[config.mk]
export PLATFORM = sky130hd
export DESIGN_NAME = dph_prefetch_handler
export DESIGN_NICKNAME = d
export VERILOG_FILES = /design/src/rtl/dph_pkg.sv /design/src/rtl/dph_prefetch_handler.sv /design/src/rtl/dph_decode.sv
export VERILOG_INCLUDE_DIRS = /design/src /design/src/rtl
export SDC_FILE = /design/constraint.sdc
export NUM_CORES = 1
export LEC_CHECK = 0
export ABC_AREA = 1
export ABC_CLOCK_PERIOD_IN_PS = 8000
export BUFFER_PORTS_ARGS = -buffer_cell sky130_fd_sc_hd__buf_2
export CAP_MARGIN = 10
export CORE_MARGIN = 2
export CORE_UTILIZATION = 55
export DETAILED_ROUTE_END_ITERATION = 12
export PLACE_DENSITY = 0.84
export SLEW_MARGIN = 20
export SYNTH_ARGS = -nofsm -noshare
export SYNTH_HDL_FRONTEND = slang
export SYNTH_SLANG_ARGS = --single-unit
[constraint.sdc]
create_clock -name i_ref_clk -period 8 [get_ports i_ref_clk]
set_input_delay 1.6 -clock i_ref_clk [delete_from_list [all_inputs] [get_ports i_ref_clk]]
set_output_delay 1.6 -clock i_ref_clk [all_outputs]
set_load 0.02 [all_outputs]
[src/rtl/dph_params.svh]
// Constants of the data prefetch handler: encodings, hint codes, reset values.
// Included by the package and the design modules; definitions only.
`ifndef DPH_PARAMS_SVH
`define DPH_PARAMS_SVH

`define DPH_MAJOR_OPCODE 6'h18
`define DPH_MINOR_CODE 4'h2
`define DPH_ZERO_FIELD 3'h0
`define DPH_MAJOR_MSB 31
`define DPH_MAJOR_LSB 26
`define DPH_HINT_MSB 25
`define DPH_HINT_LSB 21
`define DPH_BASE_MSB 20
`define DPH_BASE_LSB 16
`define DPH_MINOR_MSB 15
`define DPH_MINOR_LSB 12
`define DPH_ZERO_MSB 11
`define DPH_ZERO_LSB 9
`define DPH_OFFSET_MSB 8
`define DPH_OFFSET_LSB 0
`define DPH_OFFSET_WIDTH 9

`define DPH_HINT_LOAD 3'h0
`define DPH_HINT_STORE 3'h1
`define DPH_HINT_LRU 3'h2
`define DPH_HINT_IMPL 3'h3
`define DPH_HINT_LOAD_STREAMED 3'h4
`define DPH_HINT_STORE_STREAMED 3'h5
`define DPH_HINT_LOAD_RETAINED 3'h6
`define DPH_HINT_STORE_RETAINED 3'h7
`define DPH_HINT_LEVELED_LIMIT 5'h18
`define DPH_HINT_RESERVED 5'h18
`define DPH_HINT_PREALLOC_DEFAULT 5'h1f

`define DPH_LEVEL_L1 2'h0
`define DPH_LEVEL_L2 2'h1
`define DPH_LEVEL_L3 2'h2

`define DPH_RST_ADDR 32'h0000_0000
`define DPH_RST_CACHE_ATTR 3'h0
`define DPH_LINE_BYTES_DEFAULT 32

`endif

[src/rtl/dph_pkg.sv]
// Types shared by the data prefetch handler modules.
// Assumes dph_params.svh is on the include path.
`include "dph_params.svh"

package dph_pkg;

  typedef enum logic [2:0] {
    DPH_ACT_NOP,
    DPH_ACT_LOAD,
    DPH_ACT_STORE,
    DPH_ACT_LRU,
    DPH_ACT_PREALLOC,
    DPH_ACT_RESERVED
  } dph_action_e;

  typedef struct packed {
    dph_action_e kind;
    logic [1:0] level;
    logic stream;
    logic retain;
  } dph_action_s;

endpackage : dph_pkg

[src/rtl/dph_prefetch_handler.sv]
// Data prefetch handler: executes the prefetch instruction between pipeline and caches.
// Assumes pipeline, translation and cache ports all run on i_ref_clk.
//
// Behaviour
// RQ1: Decode major 011000, minor 0010, zero bits
// RQ2: Address is base plus sign-extended offset
// RQ3: Five-bit hint chooses the prefetch action
// RQ4: Any action allowed if state stays unchanged
// RQ5: Only store preallocate may alter visible state
// RQ6: Addressing faults dropped silently, no data moved
// RQ7: Invisible actions like writeback still allowed
// RQ8: Reporting bus or cache errors is optional
// RQ9: Uncached addresses: no memory operation at all
// RQ10: Memory operation uses address's own attributes
// RQ11: Cached address fetches block containing address
// RQ12: Coherent attribute issues coherent memory transaction
// RQ13: Prefetch obeys memory barrier ordering rules
// RQ14: Hint 0 fetches as for a load
// RQ15: Hint 1 fetches as for a store
// RQ16: Hints 4-7 streamed and retained placement
// RQ17: Hints 8-15 level two, 16-23 level three
// RQ18: Hint 24 raises reserved instruction exception
// RQ19: Other unhandled hints retire as no-op
`timescale 1ns/1ps
`default_nettype none
`include "dph_params.svh"

module dph_prefetch_handler #(
  parameter int LINE_BYTES = `DPH_LINE_BYTES_DEFAULT,
  parameter bit REPORT_BUS_ERR = 1'b0,
  parameter bit ENABLE_PREALLOC = 1'b0,
  parameter logic [4:0] PREALLOC_HINT = `DPH_HINT_PREALLOC_DEFAULT
) (
  input wire logic i_ref_clk,
  input wire logic i_sys_rst,
  input wire logic i_instr_valid,
  input wire logic [31:0] i_instr,
  input wire logic [31:0] i_base_value,
  output logic o_ready,
  output logic o_busy,
  output logic o_retire,
  output logic o_ri_exc,
  output logic o_bus_err_exc,
  output logic o_xlat_req,
  output logic [31:0] o_xlat_vaddr,
  input wire logic i_xlat_ack,
  input wire logic i_xlat_fault,
  input wire logic i_xlat_uncached,
  input wire logic i_xlat_coherent,
  input wire logic [2:0] i_xlat_cache_attr,
  input wire logic [31:0] i_xlat_paddr,
  input wire logic i_sync_pending,
  output logic o_mem_req,
  output logic [31:0] o_mem_addr,
  output dph_pkg::dph_action_e o_mem_kind,
  output logic [1:0] o_mem_level,
  output logic o_mem_stream,
  output logic o_mem_retain,
  output logic o_mem_coherent,
  output logic [2:0] o_mem_cache_attr,
  input wire logic i_mem_ready,
  input wire logic i_mem_done,
  input wire logic i_mem_err
);
  import dph_pkg::*;

  localparam int LINE_SHIFT = $clog2(LINE_BYTES);
  localparam logic [31:0] LINE_MASK = ~((32'h1 << LINE_SHIFT) - 32'h1);

  typedef enum logic [2:0] {
    DPH_ST_IDLE,
    DPH_ST_XLAT,
    DPH_ST_ORDER,
    DPH_ST_ISSUE,
    DPH_ST_WAIT
  } dph_state_e;

  typedef struct packed {
    dph_state_e state;
    dph_action_s action;
    logic ready;
    logic busy;
    logic retire;
    logic ri_exc;
    logic bus_err;
    logic xlat_req;
    logic [31:0] xlat_vaddr;
    logic mem_req;
    logic [31:0] mem_addr;
    dph_action_e mem_kind;
    logic [1:0] mem_level;
    logic mem_stream;
    logic mem_retain;
    logic mem_coherent;
    logic [2:0] mem_cache_attr;
  } dph_regs_s;

  localparam dph_regs_s RESET_VALUE = '{
    state: DPH_ST_IDLE,
    action: '{kind: DPH_ACT_NOP, level: `DPH_LEVEL_L1, stream: 1'b0, retain: 1'b0},
    ready: 1'b1,
    busy: 1'b0,
    retire: 1'b0,
    ri_exc: 1'b0,
    bus_err: 1'b0,
    xlat_req: 1'b0,
    xlat_vaddr: `DPH_RST_ADDR,
    mem_req: 1'b0,
    mem_addr: `DPH_RST_ADDR,
    mem_kind: DPH_ACT_NOP,
    mem_level: `DPH_LEVEL_L1,
    mem_stream: 1'b0,
    mem_retain: 1'b0,
    mem_coherent: 1'b0,
    mem_cache_attr: `DPH_RST_CACHE_ATTR
  };

  dph_regs_s r;
  dph_regs_s next_r;
  logic dec_is_prefetch;
  dph_action_s dec_action;
  logic [31:0] dec_eff_addr;

  dph_decode #(
    .PREALLOC_HINT(PREALLOC_HINT),
    .ENABLE_PREALLOC(ENABLE_PREALLOC)
  ) u_decode (
    .i_instr(i_instr),
    .i_base_value(i_base_value),
    .o_is_prefetch(dec_is_prefetch),
    .o_action(dec_action),
    .o_eff_addr(dec_eff_addr)
  );

  always_comb begin
    next_r = r;
    next_r.retire = 1'b0;
    next_r.ri_exc = 1'b0;
    next_r.bus_err = 1'b0;
    case (r.state)
      DPH_ST_IDLE: begin
        if (i_instr_valid && dec_is_prefetch) begin // [RQ1]
          next_r.action = dec_action;
          next_r.xlat_vaddr = dec_eff_addr; // [RQ2]
          case (dec_action.kind)
            DPH_ACT_RESERVED: begin
              next_r.retire = 1'b1;
              next_r.ri_exc = 1'b1; // [RQ18]
            end
            DPH_ACT_NOP: next_r.retire = 1'b1; // [RQ19] [RQ4]
            default: begin
              next_r.state = DPH_ST_XLAT;
              next_r.ready = 1'b0;
              next_r.busy = 1'b1;
              next_r.xlat_req = 1'b1;
            end
          endcase
        end
      end
      DPH_ST_XLAT: begin
        if (i_xlat_ack) begin
          next_r.xlat_req = 1'b0;
          if (i_xlat_fault || i_xlat_uncached) begin
            // Faulting or uncached: retire quietly, touch no line
            next_r.state = DPH_ST_IDLE; // [RQ6] [RQ9]
            next_r.ready = 1'b1;
            next_r.busy = 1'b0;
            next_r.retire = 1'b1;
          end else begin
            next_r.state = DPH_ST_ORDER;
            next_r.mem_addr = i_xlat_paddr & LINE_MASK; // [RQ11]
            next_r.mem_kind = r.action.kind; // [RQ14] [RQ15] [RQ5] [RQ7]
            next_r.mem_level = r.action.level; // [RQ17]
            next_r.mem_stream = r.action.stream; // [RQ16]
            next_r.mem_retain = r.action.retain; // [RQ16]
            next_r.mem_coherent = i_xlat_coherent; // [RQ12]
            next_r.mem_cache_attr = i_xlat_cache_attr; // [RQ10]
          end
        end
      end
      DPH_ST_ORDER: begin
        // Older barrier work must drain before this prefetch reaches memory
        if (!i_sync_pending) begin // [RQ13]
          next_r.state = DPH_ST_ISSUE;
          next_r.mem_req = 1'b1;
        end
      end
      DPH_ST_ISSUE: begin
        if (i_mem_ready) begin
          next_r.state = DPH_ST_WAIT;
          next_r.mem_req = 1'b0;
        end
      end
      DPH_ST_WAIT: begin
        // Busy holds until completion so a later barrier sees this transfer
        if (i_mem_done) begin // [RQ13]
          next_r.state = DPH_ST_IDLE;
          next_r.ready = 1'b1;
          next_r.busy = 1'b0;
          next_r.retire = 1'b1;
          next_r.bus_err = REPORT_BUS_ERR && i_mem_err; // [RQ8]
        end
      end
      default: next_r = RESET_VALUE;
    endcase
  end

  always_ff @(posedge i_ref_clk or posedge i_sys_rst) begin
    if (i_sys_rst) begin
      r <= RESET_VALUE;
    end else begin
      r <= next_r;
    end
  end

  assign o_ready = r.ready;
  assign o_busy = r.busy;
  assign o_retire = r.retire;
  assign o_ri_exc = r.ri_exc;
  assign o_bus_err_exc = r.bus_err;
  assign o_xlat_req = r.xlat_req;
  assign o_xlat_vaddr = r.xlat_vaddr;
  assign o_mem_req = r.mem_req;
  assign o_mem_addr = r.mem_addr;
  assign o_mem_kind = r.mem_kind;
  assign o_mem_level = r.mem_level;
  assign o_mem_stream = r.mem_stream;
  assign o_mem_retain = r.mem_retain;
  assign o_mem_coherent = r.mem_coherent;
  assign o_mem_cache_attr = r.mem_cache_attr;

endmodule : dph_prefetch_handler
`default_nettype wire

[src/rtl/dph_decode.sv]
// Decoder of the 32-bit prefetch instruction: match, hint action, effective address.
// Purely combinational; fed from pipeline logic on the same clock.
`timescale 1ns/1ps
`default_nettype none
`include "dph_params.svh"

module dph_decode #(
  parameter logic [4:0] PREALLOC_HINT = `DPH_HINT_PREALLOC_DEFAULT,
  parameter bit ENABLE_PREALLOC = 1'b0
) (
  input wire logic [31:0] i_instr,
  input wire logic [31:0] i_base_value,
  output logic o_is_prefetch,
  output dph_pkg::dph_action_s o_action,
  output logic [31:0] o_eff_addr
);
  import dph_pkg::*;

  function automatic dph_action_s hint_action(input logic [4:0] hint);
    dph_action_s a;
    a = '{kind: DPH_ACT_NOP, level: `DPH_LEVEL_L1, stream: 1'b0, retain: 1'b0};
    if (hint < `DPH_HINT_LEVELED_LIMIT) begin
      a.level = hint[4:3]; // [RQ17]
      case (hint[2:0])
        `DPH_HINT_LOAD: a.kind = DPH_ACT_LOAD; // [RQ14]
        `DPH_HINT_STORE: a.kind = DPH_ACT_STORE; // [RQ15]
        `DPH_HINT_LRU: a.kind = DPH_ACT_LRU;
        `DPH_HINT_LOAD_STREAMED: begin
          a.kind = DPH_ACT_LOAD; // [RQ16]
          a.stream = 1'b1;
        end
        `DPH_HINT_STORE_STREAMED: begin
          a.kind = DPH_ACT_STORE; // [RQ16]
          a.stream = 1'b1;
        end
        `DPH_HINT_LOAD_RETAINED: begin
          a.kind = DPH_ACT_LOAD; // [RQ16]
          a.retain = 1'b1;
        end
        `DPH_HINT_STORE_RETAINED: begin
          a.kind = DPH_ACT_STORE; // [RQ16]
          a.retain = 1'b1;
        end
        default: a.kind = DPH_ACT_NOP; // [RQ19]
      endcase
    end else if (hint == `DPH_HINT_RESERVED) begin
      a.kind = DPH_ACT_RESERVED; // [RQ18]
    end else if (ENABLE_PREALLOC && hint == PREALLOC_HINT) begin
      a.kind = DPH_ACT_PREALLOC; // [RQ5]
    end
    return a; // [RQ3]
  endfunction : hint_action

  always_comb begin
    o_is_prefetch = (i_instr[`DPH_MAJOR_MSB:`DPH_MAJOR_LSB] == `DPH_MAJOR_OPCODE)
      && (i_instr[`DPH_MINOR_MSB:`DPH_MINOR_LSB] == `DPH_MINOR_CODE)
      && (i_instr[`DPH_ZERO_MSB:`DPH_ZERO_LSB] == `DPH_ZERO_FIELD); // [RQ1]
    o_action = hint_action(i_instr[`DPH_HINT_MSB:`DPH_HINT_LSB]);
    o_eff_addr = i_base_value + {{(32 - `DPH_OFFSET_WIDTH){i_instr[`DPH_OFFSET_MSB]}},
      i_instr[`DPH_OFFSET_MSB:`DPH_OFFSET_LSB]}; // [RQ2]
  end

endmodule : dph_decode
`default_nettype wire

==> Word level (Yosys, flattened, before mapping) <==
Cells that the tools add are included.
W data, S select, Z words.
{ "classes": {"add_sub_neg": 1, "order_cmp": 1, "eq_ne": 22, "n_mux": 34, "n_bitwise": 5, "n_reduce_logical": 24} }
{ "op_table": {"columns": ["operator", "count"], "rows": [
  ["$mux W43", 2],
  ["$pmux W43 S2", 1],
  ["$pmux W32 S2", 1],
  ["$mux W33", 1],
  ["$add A32 B32 Y32", 1],
  ["$mux W3", 10],
  ["$eq A3 B3 Y1 const B", 6],
  ["$ne A2 B2 Y1 const B", 8],
  ["$pmux W3 S5", 1],
  ["$mux W14", 1],
  ["$pmux W7 S2", 1],
  ["$logic_not A3 Y1", 4],
  ["$pmux W3 S4", 1],
  ["$reduce_and A6 Y1", 2],
  ["$reduce_or A3 Y1", 4],
  ["$eq A3 B2 Y1 const B", 3],
  ["$mux W1", 9],
  ["$reduce_or A2 Y1", 4],
  ["$reduce_or A4 Y1", 2],
  ["$eq A3 B1 Y1 const B", 2],
  ["$eq A6 B5 Y1 const B", 1],
  ["$pmux W1 S3", 2],
  ["$pmux W2 S3", 1],
  ["$reduce_and A3 Y1", 2],
  ["10 further kinds", 17]
]} }
{ "totals": {"reg_bits": 91, "in_bits": 110, "out_inout_bits": 82, "word_cells": 106} }

==> Longest topological paths before layout <==
Gate-level depths: netlist (run 1).
{ "logic_depth": {"word_depth": 9, "mapped_depth": 13, "mapped_depth_nobuf": 13} }

==> Hierarchy <==
A second synthesis (run 1) with hierarchy kept.
{ "hier_totals": {"cells_unflattened": 1012, "hier_area_um2": 6804.0} }
{ "modules_own_cells": {"columns": ["module", "instances", "cells_per_inst", "area_per_inst_um2", "seq_area_each_um2"], "rows": [
  ["dph_prefetch_handler", 1, 493, 4307.9, 2153.3],
  ["dph_decode", 1, 519, 2496.1, 0.0]
]} }

==> Worst setup path before layout (run 1) <==
Ideal clock, no wire load.
{ "synth_path": {"kind": "in2reg", "start": "input port i_instr[0]", "end": "register r, in the netlist o_xlat_vaddr[24]", "setup_time_ns": 0.117, "arrival_ns": 2.918, "required_ns": 7.883, "setup_slack_ns": 4.964, "stages": 12, "n_path_buf": 0, "cell_sequence": "ha_1 > fa_1 > nand3_1 > nand3_1 > nand2_1 > nand2_1 > nand2_1 > nand2_1 > nand2_1 > nand3_1 > nand3_1 > nand2_1"} }
{ "synth_via": {"elab_chain_len": 3} }
{ "synth_lines": {"columns": ["item", "line", "rtl"], "rows": [
  ["from (decl)", "dph_prefetch_handler.sv:37", "input wire logic [31:0] i_instr,"],
  ["$add A32 B32 Y32", "dph_decode.sv:59", "o_eff_addr = i_base_value + {{(32 - `DPH_OFFSET_WIDTH){i_instr[`DPH_OFFSET_MSB]}},"],
  ["$mux W33", "dph_prefetch_handler.sv:142", "if (i_instr_valid && dec_is_prefetch) begin"],
  ["$pmux W32 S2", "dph_prefetch_handler.sv:140", "case (r.state)"],
  ["to (signal assigned)", "dph_prefetch_handler.sv:212", "r <= next_r;"],
  ["to (decl)", "dph_prefetch_handler.sv:118", "dph_regs_s r;"]
]} }
No other way between the ends. The select of a mux whose other input is x is not followed.
A chain may end at the register's enable or synchronous reset.

==> Final worst setup path (run 1) <==
{ "layout_path": {"start": "input port i_instr[12]", "end": "register r, in the netlist o_xlat_vaddr[17]"} }
{ "layout_via": {"elab_chain_len": 6} }
{ "layout_lines": {"columns": ["item", "line", "rtl"], "rows": [
  ["$eq A4 B2 Y1 (no source line)", null, null],
  ["$logic_and A1 B1 Y1 (2 in a row)", "dph_decode.sv:55", "o_is_prefetch = (i_instr[`DPH_MAJOR_MSB:`DPH_MAJOR_LSB] == `DPH_MAJOR_OPCODE)"],
  ["$logic_and A1 B1 Y1", "dph_prefetch_handler.sv:142", null],
  ["$ne A2 B2 Y1 (no source line)", null, null],
  ["$reduce_and A2 Y1 (no source line)", null, null]
]} }
No other way between the ends.

==> run_results.csv, run 1 <==
group,metric,value,unit
status,outcome,"completed",
global_route,first_global_vias,5604,
timing,fin_crit_sh,45.3,%
clocking,postCtsSetupBuffers,0,
synth,ys_seq_area_share,32.8,%
final_layout,layout.nets,1234,
worst_setup_path,r2r_end,"o_xlat_vaddr[17]",
global_route,antenna_found_initial,0,
drt,drc,0,
synth,syn_area_per_cell,6.61,um2
drt,avgRoutedWirePerCell,12.2,um
die,die_area,12800,um2
synth,synth_area_leaders,"dfrtp_1, nand2_1, inv_1",
worst_setup_path,rr_worst_depth,7,
worst_setup_path,reg2reg_slack,5.22,ns
global_route,grt_max_degree,87,
timing,rsz0062_at_grt,"false",
drt,via_per_inst,4.90,
final_layout,drive_above_1_share,18.4,%
power_and_ir_drop,powerDensity,215,nW/um2
final_layout,final_cell_mix,"nand2_1, buf_2, inv_1",
timing,setup_violations,0,
global_route,gr-total-overflow,0,
drt,wl,15100,um
synth,synth_cell_type_count,35,
clocking,cts_buffers,9,
worst_setup_path,critPathMaxFanout,47,
final_layout,syn2layout_area_growth,10.8,%
job,cap_violations,0,
die,io-pin-count,192,
power_and_ir_drop,leakage,0.00446,uW
drt,met1_length,7200,um
worst_setup_path,r2r_start,"r[90]",
clocking,ctsResizeCount,0,
worst_setup_path,arrival,3.87,ns
die,dieWidth,113,um
drt,wl_met2,6710,um
clocking,cts_tree,"yes",
global_route,grtUsageTotal,24.0,%
die,dieHeight,113,um
timing,hold_viol,0,
final_layout,final_common_cell,"nand2_1",
drt,dr.max_layer_used,"met4",
synth,syn_area,6570,um2
clocking,path_clk_slew,0.06,ns
worst_setup_path,path_buf_inv,2,
worst_setup_path,critPathKind,"in -> reg",
synth,synth_top_area_share,32.4,%
worst_hold_path,hp-class,"reg -> reg",
worst_setup_path,worst_path_most_repeated_cell,"nand2_1",
worst_setup_path,cp_num_cells,8,
power_and_ir_drop,total_power,1570,uW
worst_hold_path,hold_path.startpoint,"o_ready",
timing,slew_headroom,35.1,%
clocking,clk_latency,0.33,ns
timing,fmax,276,MHz
clocking,clock_path_buffers,2,
timing,finalClockSkew,0.00434,ns
drt,wl_met3,725,um
placed_design,port_buffers,174,
clocking,clock-root-buffer,"clkbuf_16",
power_and_ir_drop,ir_drop,0.0999,mV
synth,yosys.area.top_type,"dfrtp_1",
synth,ys_warn_count,0,
worst_setup_path,crit_end,"o_xlat_vaddr[17]",
drt,vias,6075,
timing,worstMarginPinSlew,0.972,ns
synth,synth_cells,994,
worst_setup_path,startpoint,"i_instr[12]",
worst_setup_path,slowest_stage,"nand3_2",
drt,drt_iter0_drc,418,
worst_setup_path,critical-path-top-delay-family,"simple AND/OR/NAND/NOR gates",
worst_setup_path,slowest_delay,0.80,ns
clocking,cts-hold-fix-buffers,0,
worst_setup_path,cp-start-kind,"input pin",
timing,tns,0,ns
placed_design,dpl.hpwl,11800,um
final_layout,n_antenna_cell,0,
die,start_util,57.0,%
clocking,htree_levels,3,
drt,ant_nets,0,
drt,drt_pass1_iterations,4,
global_route,grt_pass1_wl,25200,um
worst_setup_path,cp_cell_sequence,"buf_2 > nor2_1 > nand2_1 > nor4_1 > nand3_2 > inv_2 > nand2_1 > o21ai_0",
worst_setup_path,cp.required,8.25,ns
die,core-area,11500,um2
timing,fin_crit,3.63,ns
placed_design,routabilityCongestion,0.876,
timing,drv_slew,0,
die,rows,39,
clocking,cts.sinks,86,
worst_setup_path,critPathCaptureType,"register",
synth,ys_seq_elements,86,
[worst reg2reg max path: stages (launching register included)]
cell and delay [ns]:
dfrtp_1 0.44, nor2_1 0.27, nand2_2 0.13, inv_2 0.13, nand3_2 0.75, inv_2 0.69
nand2_1 0.11, o21ai_0 0.17
[area by class of cell]
class	instances	area (um2)
clock buffers	12	256
clock inverters	3	43.8
fillers	1103	4240
inverters	174	654
multi-input cells	644	3100
flip-flops and latches	86	2150
well taps	143	179
repair buffers	177	897
[metrics by stage]
stage	utilization (%)	area (um2)	cells	worst slack [ns]	hold WS, ns
3_3_place_gp	60.6	6980	1224	4.07	0.452
5_1_grt	63.2	7280	1239	4.10	0.496
3_5_place_dp	60.6	6980	1224	4.02	0.458
4_1_cts	63.2	7280	1239	4.36	0.472
6_report	63.2	7280	1239	4.37	0.474
2_1_floorplan	-	6590	999	4.18	0.470
[synthesized netlist by cell type (all sizes together)]
cell type,number
a21o,1
a21oi,32
and2,1
buf,88
clkbuf,7
conb,1
dfrtp,85
dfstp,1
fa,1
ha,31
inv,174
nand2,299
nand3,120
nand3b,6
nand4,2
nor2,67
nor3,8
nor3b,1
nor4,2
o2111a,1
o211ai,1
o21ai,56
o21bai,3
o31ai,2
xor2,4
[layer usage]
| layer | track usage (%) | up-vias |
|---|---|---|
| met3 | 2.14 | 35 |
| met4 | 10.5 | 0 |
| met5 | 0 | - |
| met2 | 39.6 | 177 |
| met1 | 32.3 | 2643 |
| li1 | - | 3220 |
[worst min path at each step]
stage,to,slack [ns],cells after the start
after floorplan,o_xlat_vaddr[0],0.47,2
after global placement,o_ready,0.45,2
after detailed placement,o_busy,0.46,2
after CTS,o_busy,0.47,2
after global routing,o_busy,0.50,2
final,o_ready,0.47,2
[power by group]
part	internal, uW	total [uW]	switching, uW
clock	257	415	158
sequential	539	587	47.4
combinational	192	564	373
total	988	1570	578
[state kept, by name, indices dropped and copies added (netlist names), 2 cells and up]
register / count
o_mem_addr: 27
o_mem_kind: 3
r: 10
o_xlat_vaddr: 32
o_mem_level: 2
o_mem_cache_attr: 3
[logic make-up (layout without fill, tap and decap cells)]
| logic type | Yosys count | after routing | synth area share (%) |
|---|---|---|---|
| simple gates | 506 | 506 | 32.3 |
| buf+inv | 269 | 366 | 20.4 |
| compound gates | 96 | 96 | 7.75 |
| flops | 86 | 86 | 32.8 |
| fa+ha+maj | 32 | 32 | 6.21 |
| xor+xnor | 4 | 4 | 0.533 |
| other cells | 1 | 6 | 0.0571 |
No activity file was read; power rests on OpenSTA's default activity.
==> run 2, diff against run 1 <==
- ABC_CLOCK_PERIOD_IN_PS: 8000 -> 3790
- CORE_UTILIZATION: 55 -> 53
- PLACE_DENSITY: 0.84 -> 0.81
- clock period: 8 -> 3.79 ns (I/O delays scaled with it)
==> run 2 against run 1 <==
- core utilization fell by 2.4 points
- die area up 3.6%
- non-clock buffer count increased by 2
- worst setup slack got worse by 2.9 ns
- sequential share of layout area shrank 0.23 points
- count of clock-buffer cells in the layout fell by 2
- combinational power increased by 110%
- power grew 110%
==> run_results.csv, run 2 (synthesis gave the netlist of run 1 again) <==
group,metric,value,unit
global_route,antenna_found_initial,0,
timing,fin_crit,2.35,ns
timing,worstMarginPinSlew,0.609,ns
worst_hold_path,hp-class,"in -> async",
power_and_ir_drop,clkPwrFrac,27.6,%
clocking,htree_levels,3,
global_route,first_global_vias,5425,
drt,wl,14900,um
clocking,clock_path_buffers,2,
power_and_ir_drop,ir_drop,0.235,mV
drt,via_per_inst,4.81,
placed_design,dpl.hpwl,12000,um
worst_setup_path,path_buf_inv,3,
timing,setup_violations,0,
timing,finalClockSkew,0.00522,ns
job,cap_violations,0,
drt,avgRoutedWirePerCell,11.8,um
power_and_ir_drop,powerDensity,455,nW/um2
power_and_ir_drop,p_int,2120,uW
placed_design,port_buffers,174,
die,io-pin-count,192,
final_layout,syn2layout_area_growth,11.7,%
die,die_area,13300,um2
timing,slew_headroom,59.4,%
timing,rsz0062_at_grt,"false",
drt,ant_nets,0,
timing,fmax,425,MHz
worst_setup_path,r2r_end,"o_xlat_vaddr[24]",
clocking,clk_latency,0.33,ns
status,outcome,"completed",
clocking,cts_tree,"yes",
final_layout,largest_reg_flops,32,
timing,hold_viol,0,
worst_setup_path,critPathMaxFanout,24,
die,dieWidth,115,um
power_and_ir_drop,p_switching,1220,uW
clocking,cts_buffers,9,
drt,drt_pass1_iterations,5,
clocking,cts-hold-fix-buffers,0,
final_layout,fin_area,7340,um2
power_and_ir_drop,power.share.combinational,35.4,%
power_and_ir_drop,switching_share,36.6,%
final_layout,final_cell_mix,"nand2_1, buf_2, inv_1",
placed_design,routabilityCongestion,0.905,
worst_setup_path,critical-path-top-delay-family,"buffers and inverters",
worst_setup_path,cp_cell_sequence,"buf_2 > ha_1 > nand2_1 > inv_1 > nand2_1 > inv_1 > a21oi_1 > nand2_1 > o21ai_0 > nand2_1",
clocking,cts.sinks,86,
timing,fin_crit_sh,62.1,%
worst_setup_path,r2r_start,"r[90]",
die,core-area,12100,um2
worst_setup_path,cp_num_cells,10,
clocking,postCtsSetupBuffers,0,
worst_setup_path,critPathKind,"in -> reg",
clocking,clock-root-buffer,"clkbuf_16",
die,rows,40,
drt,vias,6099,
worst_setup_path,reg2reg_slack,1.70,ns
power_and_ir_drop,seq_power_share,37.0,%
timing,tns,0,ns
power_and_ir_drop,leakage,0.00448,uW
worst_setup_path,arrival,2.56,ns
worst_setup_path,critPathCaptureType,"register",
final_layout,final_common_cell,"nand2_1",
worst_setup_path,cp-start-kind,"input pin",
worst_setup_path,startpoint,"i_instr[8]",
die,start_util,54.5,%
drt,drc,0,
worst_setup_path,worst_path_most_repeated_cell,"nand2_1",
worst_setup_path,cp.required,4.00,ns
worst_setup_path,crit_end,"o_xlat_vaddr[14]",
worst_setup_path,rr_worst_depth,8,
worst_setup_path,slowest_delay,0.38,ns
final_layout,n_antenna_cell,0,
global_route,grt_pass1_wl,24500,um
timing,drv_slew,0,
die,dieHeight,115,um
final_layout,layout.nets,1236,
global_route,gr-total-overflow,0,
global_route,grt_max_degree,52,
final_layout,drive_above_1_share,18.7,%
placed_design,placed_area,7020,um2
clocking,path_clk_slew,0.06,ns
drt,drt_iter0_drc,373,
clocking,ctsResizeCount,0,
global_route,grtUsageTotal,22.8,%
worst_setup_path,slowest_stage,"ha_1",
[run 2: cell count changes in the layout (fill, tap and decap cells not counted)]
cell,before,now
bufinv_16,1,2
buf_4,2,5
clkinvlp_4,0,1
clkbuf_8,2,0
buf_6,1,0
clkinv_2,2,3
[run 2: cell type report]
| class | count | area (um2) |
|---|---|---|
| Clock inverter | 6 | 86.3 |
| Multi-Input combinational cell | 644 | 3100 |
| Tap cell | 168 | 210 |
| Fill cell | 1190 | 4720 |
| Clock buffer | 10 | 229 |
| Inverter | 174 | 654 |
| Timing Repair Buffer | 179 | 908 |
| Sequential cell | 86 | 2150 |
[run 2: layer usage]
metal  routed length (um)  track usage (%)
met4                  328             8.19
met1                 6790             29.5
met2                 6860             39.1
met5                    0                0
met3                  938             3.27
[run 2: worst min-delay path by stage]
| stage | start | endpoint | slack (ns) |
|---|---|---|---|
| 2_1_floorplan | o_xlat_vaddr[0] | o_xlat_vaddr[0] | 0.47 |
| 3_3_place_gp | o_busy | o_busy | 0.45 |
| 3_5_place_dp | o_busy | o_busy | 0.46 |
| 4_1_cts | o_busy | o_busy | 0.48 |
| 5_1_grt | o_busy | o_busy | 0.50 |
| 6_report | i_sys_rst | o_xlat_vaddr[29] | 0.47 |
[run 2: through the flow]
stage	std cells	utilization [%]	hold WS, ns	setup WS, ns	total power [uW]
after CTS	1267	60.8	0.477	1.48	3360
after detailed placement	1251	58.2	0.464	1.12	2440
final	1267	60.8	0.466	1.44	3340
after global routing	1267	60.8	0.504	1.25	3570
after global placement	1251	58.2	0.453	1.15	2400
after floorplan	999	-	0.470	0.812	2310
[run 2: power groups by stage]
stage,sequential (uW),clock [uW],combinational [uW]
final,1240,920,1180
after global routing,1270,975,1330
after CTS,1240,932,1190
after detailed placement,1250,0,1180
after global placement,1240,0,1160
after floorplan,1270,0,1040
